[src/iplr_pkg.sv]
// iplr_pkg: register map, field layout and reset values of the priority register bank
// assumes a 32-bit apb slave with one aligned word per register
package iplr_pkg;

    // ------------------------------------------------------------
    // register byte addresses
    // ------------------------------------------------------------
    localparam logic [11:0] IPLR_OFS_I2C_EVENTS = 12'h000;
    localparam logic [11:0] IPLR_OFS_EXT_IRQ1 = 12'h004;
    localparam logic [11:0] IPLR_OFS_TIMER4_COMPARE3 = 12'h008;

    // ------------------------------------------------------------
    // field positions (lsb of each 3-bit field)
    // ------------------------------------------------------------
    localparam int IPLR_LEVEL_W = 3;
    localparam int IPLR_POS_I2C_TARGET = 0;
    localparam int IPLR_POS_EXT_IRQ1 = 0;
    localparam int IPLR_POS_TIMER4 = 12;
    localparam int IPLR_POS_COMPARE3 = 4;

    // ------------------------------------------------------------
    // reset and special codes
    // ------------------------------------------------------------
    localparam logic [2:0] IPLR_LEVEL_RESET = 3'h4;
    localparam logic [2:0] IPLR_LEVEL_OFF = 3'h0;

    typedef struct packed {
        logic [2:0] i2cTargetEvent;
        logic [2:0] extIrq1;
        logic [2:0] timer4;
        logic [2:0] compare3;
    } iplr_levels_t;

    typedef struct packed {
        logic i2cTargetEvent;
        logic extIrq1;
        logic timer4;
        logic compare3;
    } iplr_enables_t;

endpackage

[src/iplr_level_field.sv]
// iplr_level_field: one 3-bit priority field with its decode
// assumes write strobe comes from the apb access phase in the same clock domain
`timescale 1ns/1ps
module iplr_level_field (
    // clock and reset
    input wire logic clk_sys,
    input wire logic nrst,
    // software write
    input wire logic wrEn,
    input wire logic [2:0] wrData,
    // decoded outputs
    output logic [2:0] level,
    output logic enabled
);
    import iplr_pkg::*;

    always_ff @(posedge clk_sys or negedge nrst) begin
        if (!nrst) begin
            level <= IPLR_LEVEL_RESET; // [RQ6]
        end else if (wrEn) begin
            level <= wrData;
        end
    end

    // linear code: 7 highest, 1 lowest, 0 blocks the source
    assign enabled = (level != IPLR_LEVEL_OFF); // [RQ1] [RQ2]
endmodule

[src/iplr_regs.sv]
// iplr_regs: apb-reachable bank of interrupt priority level registers
// assumes a single clock domain; the arbiter consuming the levels sits elsewhere
//
// Operation
// RQ1: field code maps linearly, 7 highest, 1 lowest
// RQ2: code zero disables its interrupt source
// RQ3: unimplemented register bits read back zero
// RQ4: external interrupt 1 level in bits 2:0
// RQ5: timer4 bits 14:12, compare3 bits 6:4
// RQ6: all fields reset to level 4
//
// Local design decisions: the APB register port and the register offsets.
`timescale 1ns/1ps
module iplr_regs (
    // clock and reset
    input wire logic clk_sys,
    input wire logic nrst,
    // apb slave
    input wire logic psel,
    input wire logic penable,
    input wire logic pwrite,
    input wire logic [11:0] paddr,
    input wire logic [31:0] pwdata,
    input wire logic [3:0] pstrb,
    output logic [31:0] prdata,
    output logic pready,
    output logic pslverr,
    // levels to the arbiter
    output iplr_pkg::iplr_levels_t levels,
    output iplr_pkg::iplr_enables_t enables
);
    import iplr_pkg::*;

    // ------------------------------------------------------------
    // address decode
    // ------------------------------------------------------------
    wire logic setupPhase = psel && !penable;
    wire logic hitI2c = (paddr == IPLR_OFS_I2C_EVENTS);
    wire logic hitExt = (paddr == IPLR_OFS_EXT_IRQ1);
    wire logic hitTmr = (paddr == IPLR_OFS_TIMER4_COMPARE3);
    wire logic hitAny = hitI2c || hitExt || hitTmr;
    wire logic accessPhase = psel && penable && pready;
    wire logic doWrite = accessPhase && pwrite;
    // low byte lane carries bits 7:0, next lane bits 15:8
    wire logic wrI2c = doWrite && hitI2c && pstrb[0];
    wire logic wrExt = doWrite && hitExt && pstrb[0];
    wire logic wrTmr = doWrite && hitTmr && pstrb[1];
    wire logic wrCmp = doWrite && hitTmr && pstrb[0];

    // ------------------------------------------------------------
    // field storage
    // ------------------------------------------------------------
    logic [2:0] i2cLevel;
    logic [2:0] extLevel;
    logic [2:0] tmrLevel;
    logic [2:0] cmpLevel;
    logic i2cOn;
    logic extOn;
    logic tmrOn;
    logic cmpOn;

    iplr_level_field uI2c (
        .clk_sys(clk_sys),
        .nrst(nrst),
        .wrEn(wrI2c),
        .wrData(pwdata[IPLR_POS_I2C_TARGET +: IPLR_LEVEL_W]),
        .level(i2cLevel),
        .enabled(i2cOn)
    );

    iplr_level_field uExt (
        .clk_sys(clk_sys),
        .nrst(nrst),
        .wrEn(wrExt),
        .wrData(pwdata[IPLR_POS_EXT_IRQ1 +: IPLR_LEVEL_W]), // [RQ4]
        .level(extLevel),
        .enabled(extOn)
    );

    iplr_level_field uTmr (
        .clk_sys(clk_sys),
        .nrst(nrst),
        .wrEn(wrTmr),
        .wrData(pwdata[IPLR_POS_TIMER4 +: IPLR_LEVEL_W]), // [RQ5]
        .level(tmrLevel),
        .enabled(tmrOn)
    );

    iplr_level_field uCmp (
        .clk_sys(clk_sys),
        .nrst(nrst),
        .wrEn(wrCmp),
        .wrData(pwdata[IPLR_POS_COMPARE3 +: IPLR_LEVEL_W]), // [RQ5]
        .level(cmpLevel),
        .enabled(cmpOn)
    );

    // ------------------------------------------------------------
    // read mux: only implemented fields placed, all else zero
    // ------------------------------------------------------------
    logic [31:0] rdI2c;
    logic [31:0] rdExt;
    logic [31:0] rdTmr;
    always_comb begin
        rdI2c = 32'h0000_0000;
        rdExt = 32'h0000_0000;
        rdTmr = 32'h0000_0000;
        rdI2c[IPLR_POS_I2C_TARGET +: IPLR_LEVEL_W] = i2cLevel;
        rdExt[IPLR_POS_EXT_IRQ1 +: IPLR_LEVEL_W] = extLevel; // [RQ3] [RQ4]
        rdTmr[IPLR_POS_TIMER4 +: IPLR_LEVEL_W] = tmrLevel;
        rdTmr[IPLR_POS_COMPARE3 +: IPLR_LEVEL_W] = cmpLevel; // [RQ5]
    end
    wire logic [31:0] rdSel = hitI2c ? rdI2c : hitExt ? rdExt : hitTmr ? rdTmr : 32'h0000_0000; // [RQ3]

    // ------------------------------------------------------------
    // apb answer: registered, no wait state after setup
    // ------------------------------------------------------------
    // pready rises the cycle after setup so prdata can come from a flop
    always_ff @(posedge clk_sys or negedge nrst) begin
        if (!nrst) begin
            pready <= 1'b0;
            prdata <= 32'h0000_0000;
            pslverr <= 1'b0;
        end else begin
            pready <= setupPhase;
            prdata <= (setupPhase && !pwrite) ? rdSel : 32'h0000_0000;
            pslverr <= setupPhase && !hitAny;
        end
    end

    // ------------------------------------------------------------
    // registered level and enable outputs
    // ------------------------------------------------------------
    always_ff @(posedge clk_sys or negedge nrst) begin
        if (!nrst) begin
            levels <= {4{IPLR_LEVEL_RESET}}; // [RQ6]
            enables <= 4'hf;
        end else begin
            levels <= '{i2cTargetEvent: i2cLevel, extIrq1: extLevel, timer4: tmrLevel, compare3: cmpLevel}; // [RQ1]
            enables <= '{i2cTargetEvent: i2cOn, extIrq1: extOn, timer4: tmrOn, compare3: cmpOn}; // [RQ2]
        end
    end
endmodule

[config.mk]
export PLATFORM = sky130hd
export DESIGN_NAME = iplr_regs
export DESIGN_NICKNAME = d
export VERILOG_FILES = /design/src/iplr_pkg.sv /design/src/iplr_level_field.sv /design/src/iplr_regs.sv
export SDC_FILE = /design/constraint.sdc
export NUM_CORES = 1
export LEC_CHECK = 0
export BUFFER_PORTS_ARGS = -buffer_cell sky130_fd_sc_hd__buf_2
export CAP_MARGIN = 10
export CORE_MARGIN = 2
export CORE_UTILIZATION = 41
export DETAILED_ROUTE_END_ITERATION = 6
export HOLD_SLACK_MARGIN = 0.1
export PLACE_DENSITY_LB_ADDON = 0.1
export SLEW_MARGIN = 30
export SYNTH_ARGS = -nofsm -noshare
export SYNTH_HDL_FRONTEND = slang
export SYNTH_SLANG_ARGS = --single-unit
[constraint.sdc]
create_clock -name clk_sys -period 2.3 [get_ports clk_sys]
set_clock_uncertainty 0.2 [all_clocks]
set_input_delay 0.115 -clock clk_sys [delete_from_list [all_inputs] [get_ports clk_sys]]
set_output_delay 0.115 -clock clk_sys [all_outputs]
set_load 0.02 [all_outputs]
==> flow_summary.yaml, run 1 <==
run_status:
  status: "complete, no violations"
drt:
  via_per_inst: 4.21
  wl_per_cell_um: 11.0
  drc: 0
  num_vias: 1006
  routed_wl_mm: 2.63
  antenna_left: 0
  first_iter_violations: 24
  first_pass_iters: 4
synth:
  netlist.top_cell.by_area: "dfrtp_1"
  synth_enable_flop_cells: 0
  avgSynthCellArea_sq_um: 13.9
  async_reset_ff_frac: 1.00
  yosys-top-cells-area: "dfrtp_1 (43%), dfstp_2 (20%), buf_4 (11%)"
  synth-seq-cells: 39
  synth_area_sq_um: 1580
  yosysSeqAreaShare: 0.626
  ys_types: 24
  synth-main-ff-cell: "dfrtp_1"
  syn_inst: 114
  yosys.area.top_type_share: 0.427
  synth_warnings: 0
  yosysMostFrequentCell: "dfrtp_1"
  yosys-top-cells-count: "dfrtp_1 (27), buf_4 (23), dfstp_2 (12), mux2_2 (9), and2_1 (6)"
sta:
  final.setup.tns_ps: 0
  finalHoldViolations: 0
  period_share: 0.949
  final_max_slew_viol_count: 0
  fin_hold_ws_ps: 115
  worst_slew_pin_slew_ps: 809
  setup_viol: 0
  relSlewSlack: 0.461
  min_period_ps: 2180
  rsz0062_at_grt: "false"
  max_freq_ghz: 0.458
floorplan:
  core_area_sq_um: 3690
  die_y_um: 66.2
  start_util: 0.429
  die_x_um: 66.2
  io_pins: 103
  rows: 22
  dieArea_sq_um: 4380
worst_setup_path:
  crit_chain: "dlygate4sd3_1 > buf_2 > or4_2 > dlygate4sd3_1 > nor2_1"
  critPathKind: "input port to flip-flop"
  cp-end-kind: "flip-flop"
  worstRegToRegCells: 4
  cp.required_ps: 2310
  cp_data_arrival_time_ps: 2200
  max_stage_delay_ps: 660
  crit_path_frequent_cell: "dlygate4sd3_1"
  worstReg2RegEnd: "uCmp.level[0]"
  start_kind: "input port"
  r2r_setup_slack_ps: 500
  crit_fanout: 6
  crit_slowest_cell: "or4_2"
  reg2reg_from: "pready"
placed_design:
  port_buffers: 54
  post-dp-hpwl_mm: 1.94
  gp_congestion: 0.784
global_routing:
  grt_antenna_before_repair: 0
  grt_util_all_layers: 0.131
  grt_overflow: 0
  first_global_vias: 902
  grt_pass1_wl_mm: 4.12
  grt_max_degree: 40
clocking:
  clk_pin_slew_ps: 70
  htree_levels: 2
  cts_hold_buf: 17
  post_cts_buffers: 0
  clk_latency_ps: 290
  cts_buffer_depth: 2
  cts-resized-gates: 0
  clock-root-buffer: "clkbuf_8"
  cts_tree: "built"
  numCtsBuffers: 5
  clkSinkCount: 39
cells_and_area:
  drive_gt1_frac: 0.466
  diodes: 0
  postLayoutCoreUtil: 0.561
  syn_to_final_growth_pct: 30.7
  fillers: 323
  num-nets-final: 243
power:
  power_leakage_nw: 1.12
  max-vdd-ir-drop_v: 0.000208
  pwr_density_cell_nw_per_um2: 590
min_path:
  min_from: "pstrb[1]"
  min_to: "uTmr.level[2]"
  hold_path_class: "input port to flip-flop"
  whs_path_depth: 4
flow_run:
  drv_cap: 0
==> report_power, final <==
part	total, mW	switching, mW	internal, mW
sequential	0.690	0.000887	0.689
combinational	0.111	0.0710	0.0403
clock	0.421	0.206	0.215
==> metal layers <==
layer | track usage | vias up | share of wire
met5 | 0 | - | 0
met2 | 0.201 | 55 | 0.45
li1 | - | 483 | -
met3 | 0.0153 | 8 | 0.080
met4 | 0.107 | 0 | 0.035
met1 | 0.164 | 460 | 0.44
==> final cells by class <==
type / instances / area [sq um] / area share
Clock buffer: 8 / 80.1 / 0.0387
Inverter: 3 / 11.3 / 0.00544
Multi-Input combinational cell: 70 / 488 / 0.236
Sequential cell: 39 / 991 / 0.479
Tap cell: 48 / 60.1 / 0.0290
Timing Repair Buffer: 71 / 440 / 0.213
==> kinds of logic (layout without fill, tap and decap cells) <==
kind of cell	after synthesis	in the layout	synth area share
flops	39	39	0.626
mux	15	15	0.111
buf+inv	27	82	0.118
other cells	1	23	0.00237
compound gates	1	1	0.00316
simple gates	31	31	0.139
==> per-stage QoR <==
step                area [sq um]  instances  power (mW)  setup WS, ps
floorplan                   1670        136       0.778           482
global placement            1820        214       0.792           404
detailed placement          1820        214       0.793           391
CTS                         2070        239        1.24           110
global route                2070        239        1.28          42.2
finish                      2070        239        1.22           117
==> registers in the layout, indices dropped and copies added (netlist names), 3 cells and up <==
signal      cells
levels         12
prdata          9
enables         4
uCmp.level      3
uExt.level      3
uI2c.level      3
uTmr.level      3
==> worst max-delay path, delay by kind of cell <==
kind,cells,cell delay (ps)
buffers and inverters,3,1300
AND/OR/NAND/NOR,2,780
==> layout by cell type, fill, tap and decap left out, types with 2 or more instances in the layout <==
| cell | instances |
|---|---|
| inv_1 | 3 |
| dfstp_2 | 12 |
| nand2_1 | 4 |
| dfrtp_1 | 27 |
| buf_2 | 54 |
| or3_1 | 4 |
| conb_1 | 23 |
| dlygate4sd3_1 | 17 |
| nor2_1 | 4 |
| nor3_1 | 3 |
| clkbuf_1 | 3 |
| clkbuf_8 | 5 |
| mux2i_1 | 3 |
| mux2_2 | 9 |
| nor4_4 | 2 |
| and2_1 | 6 |
| mux2_4 | 3 |
==> how the worst max path moves through the flow <==
| stage | depth (start not counted) | end | startpoint | slack, ps |
|---|---|---|---|---|
| 6_report | 5 | prdata[0] | paddr[3] | 120 |
| 5_1_grt | 6 | prdata[0] | psel | 40 |
| 4_1_cts | 5 | prdata[0] | paddr[3] | 110 |
| 3_5_place_dp | 5 | uCmp.level[0] | paddr[1] | 390 |
| 3_3_place_gp | 5 | uExt.level[1] | paddr[1] | 400 |
| 2_1_floorplan | 4 | uExt.level[0] | pready | 480 |
No activity file was read; power rests on OpenSTA's default activity.
==> inputs of run 2 (changes only) <==
GPL_ROUTABILITY_DRIVEN = 0   (was unset)
SYNTH_HIERARCHICAL = 1   (was unset)
==> run 2 against run 1 <==
- flip-flop and latch count stayed put
- largest power group unchanged
- area after synthesis about the same
- maximum frequency down 0.88%
- synthesized cell count is 0.88% higher
- design area rose by 4.5%
- highest routed layer unchanged
==> flow_summary.yaml, run 2 <==
min_path:
  hold_path_class: "input port to flip-flop"
  min_from: "paddr[6]"
  whs_path_depth: 4
  min_to: "prdata[14]"
worst_setup_path:
  crit_fanout: 5
  start_kind: "input port"
  critPathKind: "input port to flip-flop"
  cp-end-kind: "flip-flop"
  r2r_setup_slack_ps: 230
  crit_chain: "dlygate4sd3_1 > buf_2 > and4_1 > nand2_1 > nor2_2 > mux2_1 > dlygate4sd3_1"
  max_stage_delay_ps: 550
  crit_path_frequent_cell: "dlygate4sd3_1"
  cp.required_ps: 2270
  worstReg2RegEnd: "uCmp/level[0]"
  reg2reg_from: "pready"
  cp_data_arrival_time_ps: 2170
  worstRegToRegCells: 5
  crit_slowest_cell: "dlygate4sd3_1"
synth:
  syn_inst: 115
  netlist.top_cell.by_area: "dfrtp_1"
  synth_area_sq_um: 1580
  synth_warnings: 6
  ys_types: 23
  synth-main-ff-cell: "dfrtp_1"
  async_reset_ff_frac: 1.00
  yosys-top-cells-area: "dfrtp_1 (43%), dfstp_2 (20%), buf_4 (11%)"
  yosys.area.top_type_share: 0.427
  synth_enable_flop_cells: 0
  synth-seq-cells: 39
  yosysMostFrequentCell: "dfrtp_1"
  yosysSeqAreaShare: 0.626
  avgSynthCellArea_sq_um: 13.8
  yosys-top-cells-count: "dfrtp_1 (27), buf_4 (23), dfstp_2 (12), mux2_1 (12), nor2_1 (9)"
clocking:
  cts_buffer_depth: 2
  htree_levels: 2
  clock-root-buffer: "clkbuf_8"
  clk_latency_ps: 290
  post_cts_buffers: 0
  cts_tree: "built"
  clkSinkCount: 39
  clk_pin_slew_ps: 70
  numCtsBuffers: 5
power:
  power_leakage_nw: 1.17
  max-vdd-ir-drop_v: 0.000189
  pwr_density_cell_nw_per_um2: 597
global_routing:
  first_global_vias: 931
  grt_pass1_wl_mm: 4.31
  grt_max_degree: 40
  grt_util_all_layers: 0.138
  grt_overflow: 0
  grt_antenna_before_repair: 0
floorplan:
  io_pins: 103
  rows: 22
  start_util: 0.429
  die_x_um: 66.1
  die_y_um: 66.1
  dieArea_sq_um: 4370
  core_area_sq_um: 3690
sta:
  setup_viol: 0
  relSlewSlack: 0.468
  min_period_ps: 2200
  worst_slew_pin_slew_ps: 798
  final_max_slew_viol_count: 0
  max_freq_ghz: 0.454
  finalHoldViolations: 0
  final.setup.tns_ps: 0
  period_share: 0.958
  rsz0062_at_grt: "false"
cells_and_area:
  largest_reg_flops: 12
  diodes: 0
  drive_gt1_frac: 0.397
  layout_common_cells: "buf_2 (54), dfrtp_1 (27), dlygate4sd3_1 (24)"
  syn_to_final_growth_pct: 36.7
  largest_registers: "levels (12), prdata (9), enables (4)"
  finish.instance_area_sq_um: 2160
  postLayoutCoreUtil: 0.586
  mostFrequentLayoutCell: "buf_2"
  regMostFlops: "levels"
  num-nets-final: 251
drt:
  via_per_inst: 4.36
  wl_per_cell_um: 11.6
  first_pass_iters: 2
  drc: 0
  routed_wl_mm: 2.86
  antenna_left: 0
  num_vias: 1076
  first_iter_violations: 43
flow_run:
  drv_cap: 0
placed_design:
  port_buffers: 54
  dpl_cell_area_sq_um: 1820
  post-dp-hpwl_mm: 2.02
run_status:
  status: "complete, no violations"
-- run 2: changes by cell type in the layout (fill, tap and decap cells not counted), moves of 3 or more --
cell | before | now
nor3_1 | 3 | 0
dlygate4sd3_1 | 17 | 24
mux2_4 | 3 | 0
nor2_1 | 4 | 7
mux2_1 | 0 | 12
mux2_2 | 9 | 0
-- run 2: per-stage QoR --
step / total power [mW] / cells / setup WS, ps / hold slack, ps
after floorplan: 0.778 / 137 / 639 / -381
after detailed placement: 0.796 / 215 / 445 / 49.7
final: 1.29 / 247 / 97.4 / 135
after global routing: 1.36 / 247 / 38.6 / 128
after global placement: 0.794 / 215 / 544 / 39.5
after CTS: 1.31 / 246 / 47.3 / 100
-- run 2: area by class of cell --
type	count	area [sq um]
Fill cell	333	1530
Sequential cell	39	991
Timing Repair Buffer	78	510
Multi-Input combinational cell	73	498
Clock buffer	8	100
Tap cell	48	60.1
Inverter	1	3.75
-- run 2: worst max-delay path by stage --
stage               startpoint            end  slack [ps]  cells past startpoint
global placement      paddr[5]  uCmp/level[1]         540                      5
detailed placement    paddr[5]  uCmp/level[1]         450                      5
CTS                    penable  uCmp/level[0]          50                      7
global route           penable  uCmp/level[0]          40                      7
floorplan               pready  uExt/level[0]         640                      4
finish                 penable  uCmp/level[0]         100                      7
-- run 2: repair_timing --
action	in CTS	in global routing
setup endpoints to repair	0	2
resized for setup	0	2
hold buffers	23	1
endpoints found under the hold margin	44	2
-- run 2: power by group --
part	switching (mW)	internal, mW
Clock	0.212	0.273
Combinational	0.0736	0.0436
Sequential	0.000769	0.689
-- run 2: critical path: cells and delay by family --
family	cells	cell delay, ps
buffers and inverters	3	1210
AND/OR/NAND/NOR	3	500
multiplexers	1	340
-- run 2: routing by layer --
layer / global-route usage / routed length (um)
met2: 0.219 / 1370
met1: 0.167 / 1180
met4: 0.0765 / 61
met5: 0 / 0
met3: 0.0392 / 241
-- run 2: logic make-up (layout without fill, tap and decap cells) --
group / count (synthesis) / after routing / synth area share
muxes: 15 / 15 / 0.104
and+or+nand+nor: 33 / 33 / 0.142
buffers and inverters: 25 / 87 / 0.115
DFF: 39 / 39 / 0.626
other: 1 / 23 / 0.00237
AOI/OAI and AO/OA: 2 / 2 / 0.0103
